## src/relay_status_pkg.sv

```systemverilog
package relay_status_pkg;

    // System clock rate in hertz
    localparam int unsigned CLK_HZ = 40_000_000;
    // Half period of the ready indicator blink, in milliseconds
    localparam int unsigned BLINK_HALF_MS = 500;
    // Half blink period in clock cycles, rounded down
    localparam int unsigned BLINK_HALF_CYC = (CLK_HZ / 1000) * BLINK_HALF_MS;
    // Width of the blink cycle counter
    localparam int unsigned BLINK_CNT_W = 25;

    // Restarts tried before a fault is taken as permanent
    localparam int unsigned RETRY_W = 2;
    localparam logic [RETRY_W-1:0] RESTART_RETRIES = 2'h3;

    // Widths of stage vector, fault code, event code
    localparam int unsigned STAGE_N = 8;
    localparam int unsigned CODE_W = 8;
    localparam int unsigned CONTACT_N = 4;
    localparam int unsigned SEL_W = 4;

    // Reset value of the fault code
    localparam logic [CODE_W-1:0] FAULT_CODE_RST = 8'h00;
    // Event code of contact k is EVENT_BASE + k
    localparam logic [CODE_W-1:0] EVENT_BASE = 8'h10;
    // Test selector value that picks the fault output
    localparam logic [SEL_W-1:0] TEST_SEL_FAULT = 4'h8;

    // Message shown on the display
    typedef enum logic [1:0] {
        MSG_NONE,
        MSG_FAULT,
        MSG_TRIP,
        MSG_START
    } msg_e;

    // Self-supervision sequence
    typedef enum logic [2:0] {
        SUP_IDLE,
        SUP_RESTART,
        SUP_WAIT,
        SUP_PERMANENT,
        SUP_LATCHED
    } sup_e;

endpackage : relay_status_pkg

```

## src/indication_if.sv

```systemverilog
`timescale 1ns/100ps
// Carries indication state between the supervisor and the display selector
interface indication_if;
    import relay_status_pkg::*;
    logic fault_text; // Fault text latched on the display
    logic blinking; // Permanent fault present
    logic trip_lat; // Trip or breaker failure latched
    logic start_lat; // Start latched
    logic blink; // Blink phase
    msg_e msg; // Selected display message
    modport supervisor (
        output fault_text, blinking, trip_lat, start_lat,
        input blink, msg
    );
    modport selector (
        input fault_text, blinking, trip_lat, start_lat,
        output blink, msg
    );
endinterface : indication_if

```

## src/relay_status_indication.sv

```systemverilog
`timescale 1ns/100ps
// Contract
// - Drive green ready, yellow start, red trip indicators
// - Show text on internal fault or alarm
// - Display priority: fault, then trip/breaker failure, start
// - Restart first; persistent fault blinks, asserts output
// - Nothing overrides the shown fault indication
// - Ignore fault clear while ready indicator blinks
// - Fault gone: stop blink, release output, keep text
// - Fault code holds the latest detected fault type
// - Test mode: show input, drive one signal
// - Tested routed signal energises contact, raises event
module relay_status_indication
    import relay_status_pkg::*;
#(
    // Half blink period in cycles, shorten for simulation
    parameter int unsigned BLINK_HALF = BLINK_HALF_CYC,
    // Restarts tried before the fault is permanent
    parameter logic [RETRY_W-1:0] RETRIES = RESTART_RETRIES
) (
    input wire logic clk_i,
    input wire logic rst_b_i,
    input wire logic [STAGE_N-1:0] stage_signals_i, // Stage outputs
    input wire logic stage_start_i, // Any stage started
    input wire logic stage_trip_i, // Any stage tripped
    input wire logic breaker_failure_indication_i, // Breaker failure
    input wire logic fault_detect_i, // Self-supervision fault present
    input wire logic [CODE_W-1:0] fault_type_i, // Type of that fault
    input wire logic restart_done_i, // Restart has completed
    input wire logic clear_i, // Request to clear indications
    input wire logic binary_input_i, // External binary input
    input wire logic io_test_mode_i, // I/O test mode active
    input wire logic [SEL_W-1:0] io_test_select_i, // Signal under test
    // Routing mask: bit k*8+s links stage s to contact k
    input wire logic [CONTACT_N*STAGE_N-1:0] output_routing_switches_i,
    output logic ready_led_o,
    output logic start_led_o,
    output logic trip_led_o,
    output msg_e display_msg_o,
    output logic internal_fault_output_o,
    output logic [CODE_W-1:0] fault_code_o,
    output logic restart_req_o,
    output logic binary_input_state_o,
    output logic power_output_contact_a_o,
    output logic power_output_contact_b_o,
    output logic signal_output_contact_a_o,
    output logic signal_output_contact_b_o,
    output logic [CODE_W-1:0] event_code_o,
    output logic event_valid_o
);

    // Link to the display selector
    indication_if ind ();

    // All state of the supervisor
    typedef struct packed {
        sup_e st; // Supervision sequence state
        logic [RETRY_W-1:0] tries; // Restarts done so far
        logic [CODE_W-1:0] code; // Latest fault code
        logic text; // Fault text latched
        logic start_lat; // Start indication latched
        logic trip_lat; // Trip indication latched
        logic internal_fault_output; // Fault output
        logic restart; // Restart request pulse
        logic fault_prev; // Fault input one cycle ago
        logic bin; // Binary input shown in test
        logic [CONTACT_N-1:0] cont; // Output contacts
        logic [CODE_W-1:0] ev_code; // Last event code
        logic ev_valid; // Event pulse
    } sup_s;

    sup_s s; // Current state
    sup_s next_s; // Next state

    // One-hot decode of the test selector, bit 8 is the fault output
    function automatic logic [STAGE_N:0] test_vector(
        input logic [SEL_W-1:0] sel
    );
        logic [STAGE_N:0] v;
        v = '0;
        if (sel <= TEST_SEL_FAULT) begin
            v[sel] = 1'b1;
        end
        return v;
    endfunction : test_vector

    logic [STAGE_N:0] tvec; // Test selection
    logic [STAGE_N-1:0] drive_vec; // Stage signals seen by contacts
    logic [CONTACT_N-1:0] cont_now; // Contacts before the register

    // Only one signal at a time can be live in test mode
    assign tvec = test_vector(io_test_select_i);
    assign drive_vec = io_test_mode_i ? tvec[STAGE_N-1:0] :
        stage_signals_i;

    // Each contact follows any routed stage signal
    for (genvar k = 0; k < CONTACT_N; k++) begin : g_contact
        assign cont_now[k] = |(drive_vec &
            output_routing_switches_i[k*STAGE_N +: STAGE_N]);
    end

    // Next state logic
    always_comb begin
        logic fault_rise;
        logic [CONTACT_N-1:0] rise;
        fault_rise = 1'b0;
        rise = '0;
        next_s = s;
        next_s.restart = 1'b0;
        next_s.ev_valid = 1'b0;
        next_s.fault_prev = fault_detect_i;
        fault_rise = fault_detect_i & ~s.fault_prev;
        // A new fault always replaces the stored code
        if (fault_rise) begin
            next_s.code = fault_type_i;
        end
        case (s.st)
            SUP_IDLE, SUP_LATCHED: begin
                // Try a restart before calling it permanent
                if (fault_detect_i) begin
                    next_s.st = SUP_RESTART;
                    next_s.tries = '0;
                end
            end
            SUP_RESTART: begin
                next_s.restart = 1'b1;
                next_s.tries = s.tries + 1'b1;
                next_s.st = SUP_WAIT;
            end
            SUP_WAIT: begin
                if (restart_done_i) begin
                    if (!fault_detect_i) begin
                        // Restart cured it; keep any earlier text
                        next_s.st = s.text ? SUP_LATCHED : SUP_IDLE;
                    end else if (s.tries >= RETRIES) begin
                        next_s.st = SUP_PERMANENT;
                    end else begin
                        next_s.st = SUP_RESTART;
                    end
                end
            end
            SUP_PERMANENT: begin
                // Output and text while the fault persists
                next_s.text = 1'b1;
                if (!fault_detect_i) begin
                    next_s.st = SUP_LATCHED;
                end
            end
            default: begin
                next_s.st = SUP_IDLE;
            end
        endcase
        // Fault output asserted only in the permanent state; in test mode the selector drives it instead
        next_s.internal_fault_output = (next_s.st == SUP_PERMANENT);
        if (io_test_mode_i) begin
            next_s.internal_fault_output = tvec[STAGE_N];
        end
        // Alarm latches, set wins over clear in the same cycle
        if (clear_i) begin
            next_s.start_lat = 1'b0;
            next_s.trip_lat = 1'b0;
            // A blinking fault cannot be cleared
            if (s.st != SUP_PERMANENT && next_s.st != SUP_PERMANENT) begin
                next_s.text = 1'b0;
            end
        end
        if (stage_start_i) begin
            next_s.start_lat = 1'b1;
        end
        if (stage_trip_i | breaker_failure_indication_i) begin
            next_s.trip_lat = 1'b1;
        end
        if (next_s.st == SUP_PERMANENT) begin
            next_s.text = 1'b1;
        end
        // Contacts and one event per cycle, for the lowest newly closed contact
        next_s.cont = cont_now;
        rise = cont_now & ~s.cont;
        for (int k = CONTACT_N - 1; k >= 0; k--) begin
            if (rise[k]) begin
                next_s.ev_valid = 1'b1;
                next_s.ev_code = EVENT_BASE + CODE_W'(k);
            end
        end
        // Binary input is shown only in test mode
        next_s.bin = io_test_mode_i & binary_input_i;
    end

    // State register
    always_ff @(posedge clk_i or negedge rst_b_i) begin
        if (!rst_b_i) begin
            s <= '{st: SUP_IDLE, tries: '0, code: FAULT_CODE_RST,
                   text: 1'b0, start_lat: 1'b0, trip_lat: 1'b0,
                   internal_fault_output: 1'b0, restart: 1'b0, fault_prev: 1'b0,
                   bin: 1'b0, cont: '0, ev_code: '0, ev_valid: 1'b0};
        end else begin
            s <= next_s;
        end
    end

    // Feed the selector
    assign ind.fault_text = s.text;
    assign ind.blinking = (s.st == SUP_PERMANENT);
    assign ind.trip_lat = s.trip_lat;
    assign ind.start_lat = s.start_lat;

    // Blink divider and priority selection
    display_selector #(
        .BLINK_HALF(BLINK_HALF)
    ) u_selector (
        .clk_i(clk_i),
        .rst_b_i(rst_b_i),
        .ind(ind.selector)
    );

    // Ready lit when healthy, dark during restarts, blinks on fault
    assign ready_led_o = (s.st == SUP_PERMANENT) ? ~ind.blink :
        (s.st == SUP_IDLE || s.st == SUP_LATCHED);
    assign start_led_o = s.start_lat;
    assign trip_led_o = s.trip_lat;
    assign display_msg_o = ind.msg;
    assign internal_fault_output_o = s.internal_fault_output;
    assign fault_code_o = s.code;
    assign restart_req_o = s.restart;
    assign binary_input_state_o = s.bin;
    assign power_output_contact_a_o = s.cont[0];
    assign power_output_contact_b_o = s.cont[1];
    assign signal_output_contact_a_o = s.cont[2];
    assign signal_output_contact_b_o = s.cont[3];
    assign event_code_o = s.ev_code;
    assign event_valid_o = s.ev_valid;

endmodule : relay_status_indication

```

## src/display_selector.sv

```systemverilog
`timescale 1ns/100ps
// Blink divider and display message priority
module display_selector
    import relay_status_pkg::*;
#(
    parameter int unsigned BLINK_HALF = BLINK_HALF_CYC
) (
    input wire logic clk_i,
    input wire logic rst_b_i,
    indication_if.selector ind
);

    // All state of the selector
    typedef struct packed {
        logic [BLINK_CNT_W-1:0] cnt; // Cycles into this blink phase
        logic blink; // Current blink phase
        msg_e msg; // Registered display message
    } sel_s;

    sel_s s; // Current state
    sel_s next_s; // Next state

    // Counter end value at the counter width
    localparam logic [BLINK_CNT_W-1:0] CNT_END =
        BLINK_CNT_W'(BLINK_HALF - 1);

    // Next state logic
    always_comb begin
        next_s = s;
        // Blink runs only while a permanent fault is present
        if (ind.blinking) begin
            if (s.cnt == CNT_END) begin
                next_s.cnt = '0;
                next_s.blink = ~s.blink;
            end else begin
                next_s.cnt = s.cnt + 1'b1;
            end
        end else begin
            // Restart phase so each blink begins lit
            next_s.cnt = '0;
            next_s.blink = 1'b0;
        end
        // Fault text first, then trip, then start
        if (ind.fault_text) begin
            next_s.msg = MSG_FAULT;
        end else if (ind.trip_lat) begin
            next_s.msg = MSG_TRIP;
        end else if (ind.start_lat) begin
            next_s.msg = MSG_START;
        end else begin
            next_s.msg = MSG_NONE;
        end
    end

    // State register
    always_ff @(posedge clk_i or negedge rst_b_i) begin
        if (!rst_b_i) begin
            s <= '{cnt: '0, blink: 1'b0, msg: MSG_NONE};
        end else begin
            s <= next_s;
        end
    end

    assign ind.blink = s.blink;
    assign ind.msg = s.msg;

endmodule : display_selector

```

## config.mk

```make
export PLATFORM = sky130hd
export DESIGN_NAME = relay_status_indication
export DESIGN_NICKNAME = d
export VERILOG_FILES = /design/src/relay_status_pkg.sv /design/src/indication_if.sv /design/src/relay_status_indication.sv /design/src/display_selector.sv
export SDC_FILE = /design/constraint.sdc
export NUM_CORES = 1
export LEC_CHECK = 0
export BUFFER_PORTS_ARGS = -buffer_cell sky130_fd_sc_hd__buf_2
export CORE_MARGIN = 2
export CORE_UTILIZATION = 47
export DETAILED_ROUTE_END_ITERATION = 6
export GPL_ROUTABILITY_DRIVEN = 0
export PLACE_DENSITY = 0.85
export SLEW_MARGIN = 25
export SYNTH_ARGS = -nofsm -noshare
export SYNTH_HDL_FRONTEND = slang
export SYNTH_SLANG_ARGS = --single-unit
```

## constraint.sdc

```tcl
create_clock -name clk_i -period 2.11 [get_ports clk_i]
set_clock_uncertainty 0.2 [all_clocks]
set_input_delay 0 -clock clk_i [delete_from_list [all_inputs] [get_ports clk_i]]
set_output_delay 0 -clock clk_i [all_outputs]
set_load 0.01 [all_outputs]
```

Word level (Yosys, flattened, before mapping). Index checks and enable logic that the tools add are counted.

Register bits after elaboration: 61. Output and inout bits: 29.

$add $sub $neg: 2. Order comparisons: 4. Equality and inequality tests: 10. Muxes and demuxes: 31. Bitwise gates (word level): 11. Reductions and logical operators: 14.

Operator list (count): 2-to-1 mux 9 bit (5); bitwise AND 8 bit (4); OR reduction 8 bit (4); 2-to-1 mux 26 bit (1); adder 25 x 1 -> 25 bit, second input constant (1); equality test 25 bit, second input constant (1); 2-to-1 mux 25 bit (1); 2-to-1 mux 3 bit (5); one-hot mux 3 bit (4 select lines) (1); 2-to-1 mux 1 bit (10); equality test 3 x 2 -> 1 bit, second input constant (3); 2-to-1 mux 2 bit (4); 2-to-1 mux 8 bit (1); != test 3 x 2 -> 1 bit, second input constant (2); nonzero test 2 bit (3); < comparator 4 x 5 -> 1 bit, second input constant (1); 2-to-1 mux 5 bit (1); bitwise AND 4 bit (1); demux 1 bit (select 4 bit) (1); greater-or-equal comparator 4 x 1 -> 1 bit, second input constant (1); <= comparator 4 bit, second input constant (1); inverter 4 bit (1); one-hot mux 2 bit (2 select lines) (1); nonzero test 4 bit (1); other kinds (14) (17).

Depth between registers and ports, before layout.
Word-level depth: 13. Gate-level depth with buffers: 9. Gate-level depth less buffers: 7.

Modules after synthesis. From an unflattened synthesis, not the netlist that was laid out.

Cells, all modules: 331. Area, all modules: 3299.4 µm².

By module, submodules not included: relay_status_indication (instances 1, cells an instance 176, area an instance 1825.5 µm², seq. area each 700.7 µm²); display_selector (instances 1, cells an instance 155, area an instance 1473.9 µm², seq. area each 700.7 µm²).

Least setup slack after synthesis. No wires, ideal clock.

Path kind: reg-to-reg. From: register u_selector.s[3] (netlist bit). To: register u_selector.s[10] (netlist bit). Arrival time: 1.840 ns. Data required time: 1.839 ns. Slack: -0.001 ns. Cell stages (with the launch flop): 10. Cells stage by stage: dfrtp_1 > ha_1 > and3_1 > and4_1 > clkbuf_2 > and4_1 > or2_1 > buf_4 > buf_6 > nor2_1.

RTL lines: start: declaration (RTL line display_selector.sv:20) `sel_s s;`; start signal: assignment (RTL line display_selector.sv:58) `s <= '{cnt: '0, blink: 1'b0, msg: MSG_NONE};`; start signal: assignment (RTL line display_selector.sv:60) `s <= next_s;`.

==> flow_metrics.env <==
export IMPL_status="complete, but fails checks"
export IMPL_violations="design-rule violations, negative hold slack"
export IMPL_yosysMostFrequentCell="dfrtp_1"
export IMPL_worst_pin_slew_ns=0.6030
export IMPL_dp_hpwl_um=5244
export IMPL_io_pin_count=91
export IMPL_cts_buffers=5
export IMPL_timing_hold_ws_ns=-0.002392
export IMPL_grt_max_degree=29
export IMPL_relSlewSlack_pct=59.80
export IMPL_synth_area_leaders="dfrtp_1 (45%), nor2_1 (5.1%), buf_4 (4.8%)"
export IMPL_report_final_slew_viol_count=0
export IMPL_h_tree_depth=2
export IMPL_cts_sinks=56
export IMPL_viasPerCell=5.565
export IMPL_tns_ns=0
export IMPL_rows=29
export IMPL_period_minus_slack_ns=2.089
export IMPL_fin_nets=508
export IMPL_switching_share_pct=32.21
export IMPL_grt_pass1_vias=2787
export IMPL_netSwitchingPower_w=0.0009047
export IMPL_cts_tree="done"
export IMPL_synthDistinctLibCells=55
export IMPL_grt_pass1_wl_um=12570
export IMPL_clockPowerShare_pct=21.8
export IMPL_dieArea_um2=7363
export IMPL_synth_edf_count=0
export IMPL_yosysTopAreaCellShare_pct=44.55
export IMPL_synth_area_um2=3146
export IMPL_vdd_ir_drop_max_uv=405.6
export IMPL_grt_usage_pct=21.11
export IMPL_antenna_found_initial=0
export IMPL_syn_inst=319
export IMPL_worstPathRequired_ns=2.15
export IMPL_cts_reportedPaths_clkPinSlew_ns=0.11
export IMPL_clk_path_buf_depth=2
export IMPL_final_layout_size_suffix_gt1_share_pct=34.38
export IMPL_die_w_um=85.81
export IMPL_sequentialPowerShare_pct=46.6
export IMPL_yosys_warnings=0
export IMPL_cp_arrival_ns=2.13
export IMPL_dieHeight_um=85.81
export IMPL_final_hold_viol_count=1
export IMPL_core_area_um2=6422
export IMPL_ant_nets=0
export IMPL_drv_cap=0
export IMPL_powerDensity_nw_per_um2=662.5
export IMPL_final_cell_area_um2=4239
export IMPL_drt_iter0_drc=186
export IMPL_dpl_cell_area_um2=3552
export IMPL_ys_ff_latch=56
export IMPL_setup_viol=0
export IMPL_critical_path_class="flip-flop to flip-flop"
export IMPL_r2r_start="u_selector.s[3]"
export IMPL_start_util_pct=48.98
export IMPL_async_flop_share_pct=100.0
export IMPL_clockRootBuffer="clkbuf_8"
export IMPL_holdCritPathClass="input port to flip-flop"
export IMPL_vias=2905
export IMPL_combPwrFrac_pct=31.5
export IMPL_route_detailed_drc=5
export IMPL_clock_latency_ns=0.32
export IMPL_power_leakage_nw=1.968
export IMPL_startpoint="u_selector.s[3]"
export IMPL_syn_mean_instance_area_um2=9.861
export IMPL_cp_start_kind="flip-flop"
export IMPL_antenna_cells=0
export IMPL_min_from="io_test_mode_i"
export IMPL_intPower_w=0.001904
export IMPL_ys_seq_area_share_pct=44.55
export IMPL_drtPass1Iterations=6
export IMPL_critPathCaptureType="flip-flop"
export IMPL_synthFlopType="dfrtp_1"
export IMPL_finalCritPeriodShare_pct=99.02
export IMPL_wirelength_um=8083
export IMPL_worstPathMaxFanout=11
export IMPL_drt_wirelength_per_cell_um=15.48
export IMPL_yosys_area_top_type="dfrtp_1"
export IMPL_port_buffers=85
export IMPL_synth_common_cells="dfrtp_1 (56), nor2_1 (43), buf_4 (20)"
export IMPL_overflow=0
export IMPL_fmax_ghz=0.4786
export IMPL_syn2layout_area_growth_pct=34.77
==> worst paths after layout <==
kind	endpoint	slack, ns	depth (start not counted)
max in group asynchronous	s[30]	1.03	3
worst max-delay path	u_selector.s[24]	0.02	7
worst min-delay path	signal_output_contact_a_o	-0.002	4
worst max register to register	u_selector.s[24]	0.02	7
worst min register to register	event_code_o[4]	0.28	1
min in group asynchronous	fault_code_o[7]	0.03	2
==> flip-flops by register name (all words and copies together) (netlist names), 2 cells and up <==
signal	count
event_code_o	3
fault_code_o	8
s	6
u_selector.ind.msg	2
u_selector.s	25
==> cells in the final DEF (no fill, tap or decap), types with 5 or more instances in the layout <==
cell           instances
nand3_1               10
inv_1                  7
nand2_1               17
xnor2_1                9
xor2_1                14
dlygate4sd3_1         37
conb_1                 5
mux2i_1                8
and3_1                 9
buf_2                 84
a22oi_1               16
buf_4                 22
mux2_2                 9
a21oi_1                5
dfrtp_1               55
clkbuf_8               5
nor2_1                39
==> metal layers <==
layer | vias up | global-route usage (%) | share of wire, %
met2 | 103 | 40.41 | 53
met3 | 21 | 3.754 | 5.0
met5 | - | 0 | 0
met4 | 0 | 5.483 | 2.3
li1 | 1366 | - | -
met1 | 1415 | 24.02 | 39
==> through the flow <==
step           hold slack [ns]  util [%]  worst slack, ns  power (W)  std cells
3_5_place_dp           -0.1554     55.31         0.007726   0.001993        463
2_1_floorplan          -0.4956         -          0.02300   0.001804        323
3_3_place_gp           -0.1656     55.31          0.09566   0.001957        463
4_1_cts              0.0002259     62.61          0.01960   0.002652        508
5_1_grt                0.03038     66.00         -0.02897   0.002978        522
6_report             -0.002392     66.00          0.02077   0.002808        522
==> timing repair <==
action                                  in CTS  in global routing
pin swaps                                    0                  6
endpoints found under the setup margin       5                 24
hold buffers                                37                  0
gates resized for setup                      2                 22
gates cloned                                 0                  1
buffers inserted                             0                 13
endpoints found under the hold margin       83                  0
==> power by group through the flow <==
stage	clock, W	sequential (W)	combinational, W
after global placement	0	0.00131	0.000643
final	0.000614	0.00131	0.000885
after CTS	0.000623	0.00130	0.000728
after detailed placement	0	0.00132	0.000672
after floorplan	0	0.00128	0.000521
after global routing	0.000687	0.00133	0.000964
==> logic make-up (layout without fill, tap and decap cells) <==
kind of cell             after synthesis  count (layout)  share of synthesized area, %
multiplexers                          17              17                         5.768
XOR/XNOR                              23              23                         6.404
other                                  1               5                        0.1192
AO/OA/AOI/OAI                         57              57                         13.49
flip-flops                            56              56                         44.55
adder cells (fa/ha/maj)                2               2                        0.7954
AND/OR/NAND/NOR                      124             124                         20.96
buffers and inverters                 39             161                         7.915
==> cell type report <==
class                      count  area, µm²
clock buffer                   5      68.82
clock inverter                 3      26.28
fill                         495       2183
inverter                       7      26.28
multi-input combinational    228       1598
sequential                    56       1403
tap                           77      96.34
timing repair buffer         146       1021
==> worst max-delay path, stage by stage (launching register included) <==
cell and delay [ns]:
dfrtp_1 0.43, ha_2 0.22, and3_4 0.19, and4_4 0.20, and4_1 0.16, or2_4 0.28, clkbuf_16 0.18, nor2_1 0.16
Note: power is estimated with default switching activity, not from simulation.
